[src/line_diag_pkg.sv]
// Shared constants and types for the per-channel line diagnostics control.
// Assumes a 20 MHz system clock and word-aligned registers on a 32-bit bus.
package line_diag_pkg;

  localparam int CHANNELS = 4;
  localparam int ADDR_W   = 10;
  localparam int DATA_W   = 32;
  localparam int FIFO_DEPTH = 32;
  localparam int FIFO_WIDTH = 1;

  // Register indices inside one channel; byte address is four times the
  // full index, and the channel number sits in index bits 7:6.
  localparam logic [5:0] IDX_PATTERN  = 6'h0A;
  localparam logic [5:0] IDX_LOOPBACK = 6'h0B;
  localparam logic [5:0] IDX_CODE_LEN = 6'h0C;
  localparam logic [5:0] IDX_TX_CODE  = 6'h0D;
  localparam int CH_LSB = 6;

  localparam logic [7:0] RST_PATTERN  = 8'h00;
  localparam logic [7:0] RST_LOOPBACK = 8'h00;
  localparam logic [7:0] RST_CODE_LEN = 8'h01;
  localparam logic [7:0] RST_TX_CODE  = 8'h01;

  // Writable bits; reserved bits are stored as zero and read as zero.
  localparam logic [7:0] MASK_PATTERN  = 8'h7F;
  localparam logic [7:0] MASK_LOOPBACK = 8'h0F;
  localparam logic [7:0] MASK_CODE_LEN = 8'h3F;
  localparam logic [7:0] MASK_TX_CODE  = 8'hFF;

  localparam logic [1:0] PAT_NORMAL   = 2'h0;
  localparam logic [1:0] PAT_ALL_ONES = 2'h1;
  localparam logic [1:0] PAT_PRBS     = 2'h2;
  localparam logic [1:0] PAT_INBAND   = 2'h3;

  localparam logic [2:0] CODE_LEN_MIN = 3'h5;
  localparam logic [19:0] PRBS_SEED   = 20'hFFFFF;

  typedef struct packed {
    logic       reserved;
    logic [1:0] pattern_select;
    logic       pattern_clock_select;
    logic       prbs_invert;
    logic       los_ais_criterion;
    logic       ais_during_los_enable;
    logic       auto_all_ones_enable;
  } pattern_ctrl_t;

  typedef struct packed {
    logic [3:0] reserved;
    logic       auto_remote_loopback_enable;
    logic       remote_loopback_enable;
    logic       analog_loopback_enable;
    logic       digital_loopback_enable;
  } loopback_ctrl_t;

  typedef struct packed {
    logic [1:0] reserved;
    logic [1:0] tx_inband_code_length;
    logic [1:0] rx_activate_code_length;
    logic [1:0] rx_deactivate_code_length;
  } code_len_ctrl_t;

  typedef struct packed {
    pattern_ctrl_t  pattern;
    loopback_ctrl_t loopback;
    code_len_ctrl_t code_len;
    logic [7:0]     tx_inband_code_value;
  } chan_regs_t;

  typedef enum logic {BUS_IDLE, BUS_ACK} bus_state_t;

endpackage

[src/line_diag_maintenance_ctrl.sv]
// Per-channel diagnostics control: register bank, transmit pattern insertion,
// AIS substitution on the receive outputs and loopback selection.
// Assumes bit-rate enables and receive data come from logic on clock_in;
// only the loss-of-signal inputs arrive from outside and are synchronised.
//
// Our own choice: the Avalon-MM slave port.
`timescale 1ns/100ps
`default_nettype none

module bit_fifo #(
  parameter int WIDTH = 1,
  parameter int DEPTH = 32
) (
  input  wire logic             clock_in,
  input  wire logic             rst_n_in,
  input  wire logic             in_valid_in,
  input  wire logic [WIDTH-1:0] in_data_in,
  output logic                  in_ready_out,
  output logic                  out_valid_out,
  output logic      [WIDTH-1:0] out_data_out,
  input  wire logic             out_ready_in
);
  localparam int AW = $clog2(DEPTH);

  generate
    if (DEPTH < 2 || (1 << AW) != DEPTH || WIDTH < 1) begin : g_bad
      $error("bit_fifo needs a power-of-two depth of at least two");
    end
  endgenerate

  logic [WIDTH-1:0] mem_q [DEPTH];
  logic [AW:0]      wr_ptr_q;
  logic [AW:0]      rd_ptr_q;
  logic             full;
  logic             empty;

  assign empty = (wr_ptr_q == rd_ptr_q);
  assign full  = (wr_ptr_q[AW] != rd_ptr_q[AW]) &&
                 (wr_ptr_q[AW-1:0] == rd_ptr_q[AW-1:0]);
  assign in_ready_out  = ~full;
  assign out_valid_out = ~empty;
  assign out_data_out  = mem_q[rd_ptr_q[AW-1:0]];

  always_ff @(posedge clock_in) begin
    if (in_valid_in && !full) begin
      mem_q[wr_ptr_q[AW-1:0]] <= in_data_in;
    end
  end

  always_ff @(posedge clock_in or negedge rst_n_in) begin
    if (!rst_n_in) begin
      wr_ptr_q <= '0;
    end else if (in_valid_in && !full) begin
      wr_ptr_q <= wr_ptr_q + 1'b1;
    end
  end

  always_ff @(posedge clock_in or negedge rst_n_in) begin
    if (!rst_n_in) begin
      rd_ptr_q <= '0;
    end else if (out_ready_in && !empty) begin
      rd_ptr_q <= rd_ptr_q + 1'b1;
    end
  end
endmodule // bit_fifo

module line_diag_maintenance_ctrl (
  input  wire logic                                    clock_in,
  input  wire logic                                    rst_n_in,
  input  wire logic [line_diag_pkg::ADDR_W-1:0]        avs_address_in,
  input  wire logic                                    avs_read_in,
  input  wire logic                                    avs_write_in,
  input  wire logic [line_diag_pkg::DATA_W-1:0]        avs_writedata_in,
  input  wire logic [3:0]                              avs_byteenable_in,
  output logic      [line_diag_pkg::DATA_W-1:0]        avs_readdata_out,
  output logic                                         avs_waitrequest_out,
  input  wire logic [line_diag_pkg::CHANNELS-1:0]      e1_mode_in,
  input  wire logic [line_diag_pkg::CHANNELS-1:0]      tx_clock_en_in,
  input  wire logic                                    master_clock_en_in,
  input  wire logic [line_diag_pkg::CHANNELS-1:0]      sys_tx_valid_in,
  input  wire logic [line_diag_pkg::CHANNELS-1:0]      sys_tx_data_in,
  output logic      [line_diag_pkg::CHANNELS-1:0]      sys_tx_ready_out,
  input  wire logic [line_diag_pkg::CHANNELS-1:0]      los_in,
  input  wire logic [line_diag_pkg::CHANNELS-1:0]      rx_pos_in,
  input  wire logic [line_diag_pkg::CHANNELS-1:0]      rx_neg_in,
  input  wire logic [line_diag_pkg::CHANNELS-1:0]      rx_clk_in,
  output logic      [line_diag_pkg::CHANNELS-1:0]      tx_line_data_out,
  output logic      [line_diag_pkg::CHANNELS-1:0]      tx_line_strobe_out,
  output logic      [line_diag_pkg::CHANNELS-1:0]      rx_positive_data_out,
  output logic      [line_diag_pkg::CHANNELS-1:0]      rx_negative_data_out,
  output logic      [line_diag_pkg::CHANNELS-1:0]      rx_clock_out,
  output line_diag_pkg::loopback_ctrl_t [line_diag_pkg::CHANNELS-1:0]
                                                       loopback_out,
  output line_diag_pkg::code_len_ctrl_t [line_diag_pkg::CHANNELS-1:0]
                                                       code_len_out,
  output logic      [line_diag_pkg::CHANNELS-1:0]      los_ais_criterion_out,
  output logic      [line_diag_pkg::CHANNELS-1:0]      prbs_detect_invert_out
);
  import line_diag_pkg::*;

  chan_regs_t  regs_q [CHANNELS];
  bus_state_t  bus_state_q;
  logic [7:0]  index;
  logic [1:0]  sel_ch;
  logic [5:0]  sel_off;
  logic [7:0]  read_byte;
  logic        request;

  assign index   = avs_address_in[ADDR_W-1:2];
  assign sel_ch  = index[7:CH_LSB];
  assign sel_off = index[CH_LSB-1:0];
  assign request = avs_read_in | avs_write_in;

  // Every access sees exactly one wait cycle, so the answer is fixed.
  assign avs_waitrequest_out = request && (bus_state_q != BUS_ACK);

  always_comb begin
    read_byte = 8'h00;
    case (sel_off)
      IDX_PATTERN:  read_byte = regs_q[sel_ch].pattern;
      IDX_LOOPBACK: read_byte = regs_q[sel_ch].loopback;
      IDX_CODE_LEN: read_byte = regs_q[sel_ch].code_len;
      IDX_TX_CODE:  read_byte = regs_q[sel_ch].tx_inband_code_value;
      default:      read_byte = 8'h00;
    endcase
  end

  always_ff @(posedge clock_in or negedge rst_n_in) begin
    if (!rst_n_in) begin
      bus_state_q <= BUS_IDLE;
    end else begin
      case (bus_state_q)
        BUS_IDLE: begin
          if (request) begin
            bus_state_q <= BUS_ACK;
          end
        end
        BUS_ACK: bus_state_q <= BUS_IDLE;
        default: bus_state_q <= BUS_IDLE;
      endcase
    end
  end

  always_ff @(posedge clock_in or negedge rst_n_in) begin
    if (!rst_n_in) begin
      avs_readdata_out <= '0;
    end else if (bus_state_q == BUS_IDLE && avs_read_in) begin
      avs_readdata_out <= {{(DATA_W-8){1'b0}}, read_byte};
    end
  end

  // Masking keeps reserved bits at zero even if software ignores them.
  always_ff @(posedge clock_in or negedge rst_n_in) begin
    if (!rst_n_in) begin
      for (int c = 0; c < CHANNELS; c++) begin
        regs_q[c].pattern              <= RST_PATTERN;
        regs_q[c].loopback             <= RST_LOOPBACK;
        regs_q[c].code_len             <= RST_CODE_LEN;
        regs_q[c].tx_inband_code_value <= RST_TX_CODE;
      end
    end else if (bus_state_q == BUS_ACK && avs_write_in &&
                 avs_byteenable_in[0]) begin
      case (sel_off)
        IDX_PATTERN:
          regs_q[sel_ch].pattern <= avs_writedata_in[7:0] & MASK_PATTERN;
        IDX_LOOPBACK:
          regs_q[sel_ch].loopback <= avs_writedata_in[7:0] & MASK_LOOPBACK;
        IDX_CODE_LEN:
          regs_q[sel_ch].code_len <= avs_writedata_in[7:0] & MASK_CODE_LEN;
        IDX_TX_CODE:
          regs_q[sel_ch].tx_inband_code_value <=
            avs_writedata_in[7:0] & MASK_TX_CODE;
        default: ;
      endcase
    end
  end

  genvar ch;
  generate
    for (ch = 0; ch < CHANNELS; ch++) begin : g_ch
      pattern_ctrl_t ctrl;
      logic          los_meta_q;
      logic          los_q;
      logic          bit_en;
      logic          pass_data;
      logic          fifo_valid;
      logic          fifo_data;
      logic          fifo_pop;
      logic [19:0]   lfsr_q;
      logic          prbs_fb;
      logic          prbs_bit;
      logic [2:0]    code_ptr_q;
      logic [2:0]    code_top;
      logic          tx_bit;
      logic          line_q;
      logic          strobe_q;
      logic          ais_clk_q;
      logic          rx_pos_q;
      logic          rx_neg_q;
      logic          rx_clk_q;
      logic          ais_active;

      assign ctrl = regs_q[ch].pattern;

      always_ff @(posedge clock_in or negedge rst_n_in) begin
        if (!rst_n_in) begin
          los_meta_q <= 1'b0;
          los_q      <= 1'b0;
        end else begin
          los_meta_q <= los_in[ch];
          los_q      <= los_meta_q;
        end
      end

      // Pattern timing follows the selected reference; data in the normal pattern
      // rides the channel clock because that select must be 0 for it, while
      // auto all-ones pass-through data follows the select.
      assign bit_en = ctrl.pattern_clock_select ? master_clock_en_in
                                                : tx_clock_en_in[ch];

      // With the automatic option, all ones replace data only during LOS.
      assign pass_data =
        (ctrl.pattern_select == PAT_NORMAL && !ctrl.pattern_clock_select) ||
        (ctrl.pattern_select == PAT_ALL_ONES && ctrl.auto_all_ones_enable &&
         !los_q);

      assign fifo_pop = bit_en && pass_data;

      bit_fifo #(
        .WIDTH (FIFO_WIDTH),
        .DEPTH (FIFO_DEPTH)
      ) u_fifo (
        .clock_in      (clock_in),
        .rst_n_in      (rst_n_in),
        .in_valid_in   (sys_tx_valid_in[ch]),
        .in_data_in    (sys_tx_data_in[ch]),
        .in_ready_out  (sys_tx_ready_out[ch]),
        .out_valid_out (fifo_valid),
        .out_data_out  (fifo_data),
        .out_ready_in  (fifo_pop)
      );

      assign prbs_fb = e1_mode_in[ch] ? (lfsr_q[14] ^ lfsr_q[13])
                                      : (lfsr_q[19] ^ lfsr_q[16]);
      assign prbs_bit = prbs_fb ^ ctrl.prbs_invert;

      always_ff @(posedge clock_in or negedge rst_n_in) begin
        if (!rst_n_in) begin
          lfsr_q <= PRBS_SEED;
        end else if (lfsr_q == 20'h00000) begin
          lfsr_q <= PRBS_SEED;
        end else if (bit_en && ctrl.pattern_select == PAT_PRBS) begin
          lfsr_q <= {lfsr_q[18:0], prbs_fb};
        end
      end

      assign code_top = CODE_LEN_MIN - 3'h1 +
                        {1'b0, regs_q[ch].code_len.tx_inband_code_length};

      // The code is sent most significant of its N bits first; a length
      // cut below the current bit restarts the word at its new top bit.
      always_ff @(posedge clock_in or negedge rst_n_in) begin
        if (!rst_n_in) begin
          code_ptr_q <= CODE_LEN_MIN - 3'h1;
        end else if (code_ptr_q > code_top) begin
          code_ptr_q <= code_top;
        end else if (bit_en && ctrl.pattern_select == PAT_INBAND) begin
          code_ptr_q <= (code_ptr_q == 3'h0) ? code_top
                                             : code_ptr_q - 3'h1;
        end
      end

      always_comb begin
        tx_bit = 1'b0;
        case (ctrl.pattern_select)
          PAT_NORMAL:   tx_bit = pass_data & fifo_valid & fifo_data;
          PAT_ALL_ONES: tx_bit = pass_data ? (fifo_valid & fifo_data)
                                           : 1'b1;
          PAT_PRBS:     tx_bit = prbs_bit;
          PAT_INBAND:
            tx_bit = regs_q[ch].tx_inband_code_value[code_ptr_q];
          default:      tx_bit = 1'b0;
        endcase
      end

      always_ff @(posedge clock_in or negedge rst_n_in) begin
        if (!rst_n_in) begin
          line_q   <= 1'b0;
          strobe_q <= 1'b0;
        end else begin
          strobe_q <= bit_en;
          if (bit_en) begin
            line_q <= tx_bit;
          end
        end
      end

      assign ais_active = ctrl.ais_during_los_enable && los_q;

      always_ff @(posedge clock_in or negedge rst_n_in) begin
        if (!rst_n_in) begin
          ais_clk_q <= 1'b0;
        end else if (master_clock_en_in) begin
          ais_clk_q <= ~ais_clk_q;
        end
      end

      always_ff @(posedge clock_in or negedge rst_n_in) begin
        if (!rst_n_in) begin
          rx_pos_q <= 1'b0;
          rx_neg_q <= 1'b0;
          rx_clk_q <= 1'b0;
        end else begin
          rx_pos_q <= ais_active ? 1'b1 : rx_pos_in[ch];
          rx_neg_q <= ais_active ? 1'b0 : rx_neg_in[ch];
          rx_clk_q <= ais_active ? ais_clk_q : rx_clk_in[ch];
        end
      end

      assign tx_line_data_out[ch]       = line_q;
      assign tx_line_strobe_out[ch]     = strobe_q;
      assign rx_positive_data_out[ch]   = rx_pos_q;
      assign rx_negative_data_out[ch]   = rx_neg_q;
      assign rx_clock_out[ch]           = rx_clk_q;
      assign loopback_out[ch]           =
        regs_q[ch].loopback;
      assign code_len_out[ch]           = regs_q[ch].code_len;
      assign los_ais_criterion_out[ch]  = ctrl.los_ais_criterion;
      assign prbs_detect_invert_out[ch] = ctrl.prbs_invert;
    end
  endgenerate
endmodule // line_diag_maintenance_ctrl

`default_nettype wire

[config.mk]
export PLATFORM = sky130hd
export DESIGN_NAME = line_diag_maintenance_ctrl
export DESIGN_NICKNAME = d
export VERILOG_FILES = /design/src/line_diag_pkg.sv /design/src/line_diag_maintenance_ctrl.sv
export SDC_FILE = /design/constraint.sdc
export NUM_CORES = 1
export LEC_CHECK = 0
export BUFFER_PORTS_ARGS = -buffer_cell sky130_fd_sc_hd__buf_2
export CAP_MARGIN = 20
export CORE_MARGIN = 2
export CORE_UTILIZATION = 50
export DETAILED_ROUTE_END_ITERATION = 8
export MAX_ROUTING_LAYER = met4
export PLACE_DENSITY = 0.69
export SLEW_MARGIN = 0
export SYNTH_ARGS = -nofsm -noshare
export SYNTH_HDL_FRONTEND = slang
export SYNTH_SLANG_ARGS = --single-unit
export TNS_END_PERCENT = 50
[constraint.sdc]
create_clock -name clock_in -period 6.35 [get_ports clock_in]
set_input_delay 0.635 -clock clock_in [delete_from_list [all_inputs] [get_ports clock_in]]
set_output_delay 0.635 -clock clock_in [all_outputs]
set_load 0.02 [all_outputs]
==> impl_metrics.toml, run 1 <==
[run_status]
run_status = "complete, no violations"

[synthesis]
syn-cell-area_um2 = 21200
synth.lib_cells_used.distinct = 61
synth_top_flop_cell = "dfrtp_1"
synth_top_cell_area_share = 0.257
netlist_top_cells_area = "dfrtp_1 26%, edfxtp_1 18%, dfstp_2 11%"
list_of_most_frequent_post_synthesis_cells = "233 x nand2_1, 217 x dfrtp_1, 177 x nor2_1"
synth-async-reset-ratio = 0.707
synth_edf_count = 128
syn_avg_cell_area_um2 = 11.8
postSynthCellCount = 1792
ys_warn_count = 0
synth-seq-area-share = 0.553
yosys_register_bits = 437
post-synth-top-area-cell = "dfrtp_1"
synth.most_common_cell = "nand2_1"

[pwr]
power_leakage_nw = 9.89
cellPowerDensity_nw_per_um2 = 355
ir_worst_vdd_uv = 166

[setup_path]
crit_path_max_incr_delay_ns = 0.80
worst_ep_required_time_ns = 5.71
worst_setup_path_start_kind = "flip-flop"
worst_path_max_delay_cell = "dfrtp_1"
worst-setup-path-type = "reg -> out"
cp_data_arrival_time_ns = 2.38
sequence_of_cells_on_the_critical_path = "xnor2_1, nand3_1, or3_1, buf_2"
setup.worst_path.end_class = "primary output"
worst-r2r-cell-count = 5
worst-path-max-fanout = 12

[global_route]
grt-ovfl-total = 0
grt_usage = 0.218
antenna_violations_before_repair = 2
grt_max_degree = 188
grt_pass1_wl_um = 73600
grt_pass1_vias = 13400

[clock_network]
cts_buffers = 48
clockRootBuffer = "clkbuf_16"
cts.hold.buffers_added = 0
clk_pin_slew_ns = 0.06
tritoncts = "built"
post_cts.resized_instances = 0
number_of_levels_in_the_clock_h_tree = 2
clock_insertion_delay_worst_skew_ns = 0.58
cts_setup_buffers = 0
cts-root-to-sink-buffers = 3
tritoncts_num_sinks = 437

[place]
globalplace.congestion = 0.865
dp.final_hpwl_um = 30900
place_area_um2 = 21600
placedCellCount = 2313
buffer_ports.inserted = 158

[route]
wirelength_um = 46000
route.detailed.drc = 0
drtPass1Iterations = 5
avgViaCountPerCell = 5.65
wl_per_cell_um = 19.1
drt.antenna.violating_nets = 0
initialDrtViolationCount = 1021
num_vias = 13600

[layout]
fin_nets = 1944
final_cell_count_no_fill = 2403
syn2layout_area_growth_pct = 9.30
design_area_um2 = 23100
post_route_cells_drive_above_1_share = 0.279

[job]
max_cap_viol_count = 0

[floorplanning]
io-pin-count = 212
die_area_um2 = 44000
die_height_um = 210
floorplan.initialDensity = 0.506
die_width_um = 210
rows = 75
core-area_um2 = 41900

[sta]
number_of_failing_setup_endpoints_in_the_final_timing_report = 0
timing.final.max_slew_violations = 0
max-slew-margin-rel = 0.317
tightest_slew_ns = 1.02
rsz0062_at_grt = "false"
totalNegativeSetupSlack_ns = 0
clock_skews_ns = 0.0201
fin_crit_sh = 0.474
timing.final.hold_violations = 0
max_freq_mhz = 332
period_needed_ns = 3.01

[min_path]
hold_class = "in -> async"
-- cells in the final DEF (no fill, tap or decap), drive strengths merged, types with 22 or more instances in the layout --
| cell type | instances |
|---|---|
| nand2 | 233 |
| dfrtp | 217 |
| nor2 | 180 |
| buf | 163 |
| edfxtp | 128 |
| nand3 | 109 |
| mux2 | 92 |
| dfstp | 92 |
| mux4 | 69 |
| clkbuf | 60 |
| xnor2 | 53 |
| inv | 41 |
| ha | 36 |
| nor2b | 34 |
| nor4 | 30 |
| xor2 | 26 |
| a22o | 25 |
| conb | 24 |
| mux2i | 22 |
-- metal layers --
| layer | track usage | part of all wire | vias to the layer above |
|---|---|---|---|
| met1 | 0.290 | 0.43 | 6823 |
| met2 | 0.339 | 0.48 | 401 |
| met5 | - | 0 | - |
| li1 | - | - | 6263 |
| met4 | 0.0866 | 0.037 | 0 |
| met3 | 0.0347 | 0.056 | 99 |
-- report_power, final --
part / switching (mW) / total (mW) / internal, mW
registers: 0.591 / 3.89 / 3.30
logic: 0.815 / 1.56 / 0.749
clock network: 1.14 / 2.76 / 1.62
total: 2.54 / 8.21 / 5.67
-- kinds of logic after synthesis --
group,count (synthesis),synth area share
DFF,437,0.553
adders and majority gates,36,0.0213
xor gates and xnor gates,79,0.0327
other,1,0.000177
and+or+nand+nor,699,0.155
muxes,183,0.133
buffers and inverters,238,0.0642
AOI/OAI and AO/OA,119,0.0409
-- through the flow --
stage	power, mW	utilization	setup WS [ns]	hold slack [ns]
after detailed placement	5.51	0.515	3.05	0.339
final	8.21	0.553	3.34	0.0774
after CTS	8.30	0.552	3.26	0.129
after floorplan	5.08	-	3.93	0.331
after global routing	8.67	0.553	3.17	0.147
after global placement	5.45	0.515	3.15	0.336
-- layout make-up --
class | instances | area [µm²]
diodes | 1 | 2.50
multi-input cells | 1140 | 8220
fillers | 3461 | 18700
inverters | 35 | 131
flip-flops and latches | 437 | 11700
clock inverters | 28 | 258
clock buffers | 60 | 1300
well taps | 539 | 674
repair buffers | 163 | 855
-- critical path, delay by kind of cell, from the launching register on --
kind	cells	cell delay, ns
buffers and inverters	1	0.17
and+or+nand+nor	2	0.61
DFF	1	0.80
xor gates and xnor gates	1	0.21
-- final timing paths --
check	startpoint	endpoint	slack [ns]
max	g_ch[2].u_fifo.rd_ptr_q[0]	sys_tx_ready_out[2]	3.34
max in group asynchronous	rst_n_in	g_ch[3].rx_pos_q	4.81
max reg2reg	g_ch[3].u_fifo.rd_ptr_q[1]	g_ch[3].u_fifo.mem_q[20]	3.73
min in group clock_in	los_in[2]	g_ch[2].los_meta_q	0.16
min reg2reg	g_ch[3].los_meta_q	g_ch[3].los_q	0.34
min	rst_n_in	g_ch[0].strobe_q	0.08
Note: power is estimated with default switching activity, not from simulation.
==> inputs of run 2 (changes only) <==
--- a/config.mk
+++ b/config.mk
@@ -11,7 +11,7 @@
 export CORE_UTILIZATION = 50
 export DETAILED_ROUTE_END_ITERATION = 8
 export MAX_ROUTING_LAYER = met4
-export PLACE_DENSITY = 0.69
+export PLACE_DENSITY = 0.72
 export SLEW_MARGIN = 0
 export SYNTH_ARGS = -nofsm -noshare
 export SYNTH_HDL_FRONTEND = slang
==> constraint.sdc (replaced) <==
create_clock -name clock_in -period 2.7 [get_ports clock_in]
set_input_delay 0.27 -clock clock_in [delete_from_list [all_inputs] [get_ports clock_in]]
set_output_delay 0.27 -clock clock_in [all_outputs]
set_load 0.02 [all_outputs]
==> impl_metrics.toml, run 2 (synthesis gave the netlist of run 1 again) <==
[layout]
layout_commonest_cell = "nand2_1"
most-common-layout-cells = "233 x nand2_1, 217 x dfrtp_1, 177 x nor2_1"
post_route_cells_drive_above_1_share = 0.288
n_antenna_cell = 0
design_area_um2 = 23700
layout.filler_cells = 3375
area_used_by_multi_input_combinational_logic_um2 = 8210
syn2layout_area_growth_pct = 12.1
register_area_um2 = 11700
fin_nets = 2002

[setup_path]
worst-r2r-cell-count = 5
cp_data_arrival_time_ns = 2.18
worst-path-max-fanout = 10
worst-setup-path-type = "reg -> out"
worst_setup_path_start_kind = "flip-flop"
worst_ep_required_time_ns = 2.43
setup.worst_path.end_class = "primary output"

[clock_network]
clock_insertion_delay_worst_skew_ns = 0.57
tritoncts_num_sinks = 437
cts-root-to-sink-buffers = 3
tritoncts = "built"
clockRootBuffer = "clkbuf_16"
number_of_levels_in_the_clock_h_tree = 2
clk_pin_slew_ns = 0.06
cts_buffers = 47

[sta]
fin_crit_sh = 0.908
post-route-worst-setup-slack_ns = 0.249
rsz0062_at_grt = "false"
max_freq_mhz = 408
number_of_failing_setup_endpoints_in_the_final_timing_report = 0
clock_skews_ns = 0.0139
timing.final.max_slew_violations = 0
tightest_slew_ns = 0.738
totalNegativeSetupSlack_ns = 0
timing.final.hold_violations = 0
period_needed_ns = 2.45
max-slew-margin-rel = 0.507

[global_route]
grt_pass1_wl_um = 75600
grt-ovfl-total = 0
grt_max_degree = 92
antenna_violations_before_repair = 1
grt_usage = 0.225
grt_pass1_vias = 13800

[job]
max_cap_viol_count = 0

[route]
num_vias = 13900
initialDrtViolationCount = 1319
route.detailed.drc = 0
wl_per_cell_um = 19.3
avgViaCountPerCell = 5.67
drt.antenna.violating_nets = 0
drtPass1Iterations = 5
wirelength_um = 47400

[floorplanning]
die_area_um2 = 44000
die_width_um = 210
floorplan.initialDensity = 0.506
io-pin-count = 212
rows = 75
die_height_um = 210
core-area_um2 = 41900

[pwr]
power_leakage_nw = 10.2
ir_worst_vdd_uv = 471
totalPowerFinal_mw = 19.8
cellPowerDensity_nw_per_um2 = 836

[run_status]
run_status = "complete, no violations"

[place]
globalplace.congestion = 0.857
buffer_ports.inserted = 158
dp.final_hpwl_um = 32200
place_area_um2 = 21900
preCtsSetupSlack_ns = 0.322

[min_path]
holdPathStages = 4
hold_class = "in -> reg"
==> run 2: changes by cell type in the layout (fill, tap and decap cells not counted), sizes merged, moves of 2 or more <==
cell         before  now
buf             163  202
bufinv            4    6
clkbuf           60   68
clkinv           16   12
dlygate4sd3       0   20
inv              41   35
==> run 2: worst max-delay path, cell delays in order, from the launching register on <==
cell and delay, ns:
dfrtp_1 0.67, xnor2_1 0.18, nand3_1 0.19, or3_1 0.41
buf_2 0.17
==> run 2: worst paths after layout <==
kind | start | slack (ns) | to
setup / recovery | g_ch[2].u_fifo.rd_ptr_q[0] | 0.25 | sys_tx_ready_out[2]
hold / removal | e1_mode_in[3] | 0.06 | g_ch[3].lfsr_q[0]
setup reg to reg | g_ch[0].u_fifo.wr_ptr_q[2] | 0.31 | g_ch[0].u_fifo.mem_q[19]
hold reg to reg | g_ch[2].los_meta_q | 0.35 | g_ch[2].los_q
max in group asynchronous | rst_n_in | 1.62 | g_ch[2].lfsr_q[15]
min in group asynchronous | rst_n_in | 0.21 | asynchronous set/reset pin
==> run 2: layout make-up <==
type,count,area share
inverters,35,0.00554
clock inverters,19,0.0103
multi-input cells,1140,0.346
flip-flops and latches,437,0.493
repair buffers,222,0.0583
clock buffers,68,0.0583
well taps,539,0.0284
==> run 2: stage by stage <==
| stage | cells | hold slack [ns] | util |
|---|---|---|---|
| after floorplan | 1815 | -0.0256 | - |
| after global routing | 2460 | 0.0579 | 0.567 |
| final | 2460 | 0.0647 | 0.567 |
| after detailed placement | 2352 | 0.215 | 0.523 |
| after CTS | 2459 | 0.0458 | 0.566 |
| after global placement | 2352 | 0.217 | 0.523 |
==> run 2: repair_timing <==
item / 4_1_cts / 5_1_grt
endpoints found under the hold margin: 70 / 0
hold buffers: 20 / 0
buffers inserted: 0 / 0
resized for setup: 0 / 0
==> run 2: where the power goes <==
group          internal [mW]  switching (mW)  leakage [nW]
combinational           1.94            2.35          4.46
sequential              7.77            1.04          4.94
clock                   4.12            2.60         0.803
total                   13.8            5.99          10.2
==> run 2: per-layer routing <==
layer / vias to the layer above / track usage / routed length [µm]
li1: 6371 / - / -
met2: 458 / 0.356 / 22900
met4: 0 / 0.0831 / 1460
met1: 7024 / 0.295 / 20400
met5: - / - / 0
met3: 84 / 0.0346 / 2660
==> inputs of run 3 (changes only) <==
--- a/config.mk
+++ b/config.mk
@@ -8,10 +8,10 @@
 export BUFFER_PORTS_ARGS = -buffer_cell sky130_fd_sc_hd__buf_2
 export CAP_MARGIN = 20
 export CORE_MARGIN = 2
-export CORE_UTILIZATION = 50
+export CORE_UTILIZATION = 49
 export DETAILED_ROUTE_END_ITERATION = 8
 export MAX_ROUTING_LAYER = met4
-export PLACE_DENSITY = 0.72
+export PLACE_DENSITY = 0.71
 export SLEW_MARGIN = 0
 export SYNTH_ARGS = -nofsm -noshare
 export SYNTH_HDL_FRONTEND = slang
==> impl_metrics.toml, run 3 (synthesis gave the netlist of run 1 again) <==
[clock_network]
cts_buffers = 46
post_cts.resized_instances = 0
cts_setup_buffers = 0
number_of_levels_in_the_clock_h_tree = 2
clk_pin_slew_ns = 0.06
tritoncts_num_sinks = 437
clockRootBuffer = "clkbuf_16"
tritoncts = "built"
cts-root-to-sink-buffers = 3
clock_insertion_delay_worst_skew_ns = 0.58

[route]
initialDrtViolationCount = 1199
num_vias = 13900
wirelength_um = 47800
top_layer_used = "met4"
drt.antenna.violating_nets = 0
drtPass1Iterations = 7
met1_wirelength_um = 20400
met3WireLength_um = 2660
wl_per_cell_um = 19.0
route.detailed.drc = 0
avgViaCountPerCell = 5.54
routed-wl-met2_um = 22800

[min_path]
hold_class = "in -> reg"
worst_hold_startpoint = "e1_mode_in[3]"
holdPathStages = 4
hold-path-endpoint = "g_ch[3].lfsr_q[0]"

[setup_path]
worst_ep_required_time_ns = 2.98
setup.worst_path.end_class = "flip-flop"
cp_data_arrival_time_ns = 2.73
reg2reg_setup_slack_ns = 0.24
worst-setup-path-type = "reg -> reg"
worst_setup_path_start_kind = "flip-flop"
worstReg2RegStart = "g_ch[3].u_fifo.wr_ptr_q[3]"
worst-path-max-fanout = 11
worst-r2r-cell-count = 5
r2r_end = "g_ch[3].u_fifo.mem_q[3]"

[pwr]
cellPowerDensity_nw_per_um2 = 825
power_leakage_nw = 10.2
totalPowerFinal_mw = 19.6
ir_worst_vdd_uv = 446

[sta]
timing.final.hold_violations = 0
max_freq_mhz = 407
max-slew-margin-rel = 0.505
rsz0062_at_grt = "false"
clock_skews_ns = 0.0201
tightest_slew_ns = 0.741
number_of_failing_setup_endpoints_in_the_final_timing_report = 0
period_needed_ns = 2.46
totalNegativeSetupSlack_ns = 0
timing.final.max_slew_violations = 0
fin_crit_sh = 0.910
post-route-worst-setup-slack_ns = 0.243

[layout]
area_used_by_multi_input_combinational_logic_um2 = 8210
most-common-layout-cells = "233 x nand2_1, 217 x dfrtp_1, 177 x nor2_1"
layout.filler_cells = 3522
design_area_um2 = 23800
register_area_um2 = 11700
post_route_cells_drive_above_1_share = 0.290
fin_nets = 2006
syn2layout_area_growth_pct = 12.3
final_cell_count_no_fill = 2511
layout_commonest_cell = "nand2_1"

[global_route]
grt_usage = 0.222
antenna_violations_before_repair = 2
grt-ovfl-total = 0
grt_pass1_wl_um = 75300
grt_pass1_vias = 13800
grt_max_degree = 84

[place]
place_area_um2 = 22000
dp.final_hpwl_um = 32600
placedCellCount = 2404
globalplace.congestion = 0.864
preCtsSetupSlack_ns = 0.296
buffer_ports.inserted = 158

[floorplanning]
die_width_um = 212
io-pin-count = 212
rows = 76
die_height_um = 212
floorplan.initialDensity = 0.493
die_area_um2 = 44900
core-area_um2 = 42900

[run_status]
run_status = "complete, no violations"

[job]
max_cap_viol_count = 0
run 3: worst max-delay path: stages, from the launching register on:
cell	delay [ns]
dfrtp_1	0.56
xor2_1	0.22
nor3_1	0.10
a21boi_1	0.62
nand2_1	0.43
nor2_1	0.23
run 3: metal layers:
metal,vias up,GRT usage
li1,6371,-
met2,434,0.348
met5,-,-
met1,6986,0.287
met3,118,0.0369
met4,0,0.100
run 3: per-stage QoR:
step / utilization / hold slack [ns]
after floorplan: - / -0.0256
after global routing: 0.554 / 0.0544
after global placement: 0.513 / 0.320
final: 0.554 / 0.0617
after CTS: 0.554 / 0.0274
after detailed placement: 0.513 / 0.326
run 3: cell type report:
cell class | count | share of cell area
clock buffers | 75 | 0.0614
flip-flops and latches | 437 | 0.492
diodes | 2 | 0.000211
well taps | 585 | 0.0308
clock inverters | 10 | 0.00458
inverters | 35 | 0.00553
repair buffers | 227 | 0.0597
multi-input cells | 1140 | 0.346
run 3: how the worst max path moves through the flow:
stage | from | end | slack (ns) | depth (start not counted)
6_report | g_ch[3].u_fifo.wr_ptr_q[3] | g_ch[3].u_fifo.mem_q[3] | 0.24 | 5
5_1_grt | g_ch[3].u_fifo.wr_ptr_q[3] | g_ch[3].u_fifo.mem_q[15] | 0.08 | 5
4_1_cts | g_ch[2].u_fifo.rd_ptr_q[0] | sys_tx_ready_out[2] | 0.17 | 4
3_5_place_dp | g_ch[3].u_fifo.wr_ptr_q[3] | g_ch[3].u_fifo.mem_q[15] | 0.30 | 5
3_3_place_gp | g_ch[3].u_fifo.wr_ptr_q[3] | g_ch[3].u_fifo.mem_q[15] | 0.40 | 5
2_1_floorplan | g_ch[1].u_fifo.rd_ptr_q[0] | g_ch[1].u_fifo.mem_q[11] | 0.64 | 6
run 3: repair_timing:
item / CTS / global route
endpoints found under the hold margin: 75 / 0
hold buffers: 20 / 0
setup endpoints to repair: 0 / 0
run 3: where the power goes:
part           total [mW]  switching [mW]  internal, mW
Clock                6.47            2.60          3.88
Combinational        4.33            2.37          1.96
Sequential           8.80            1.03          7.77
Total                19.6            6.00          13.6
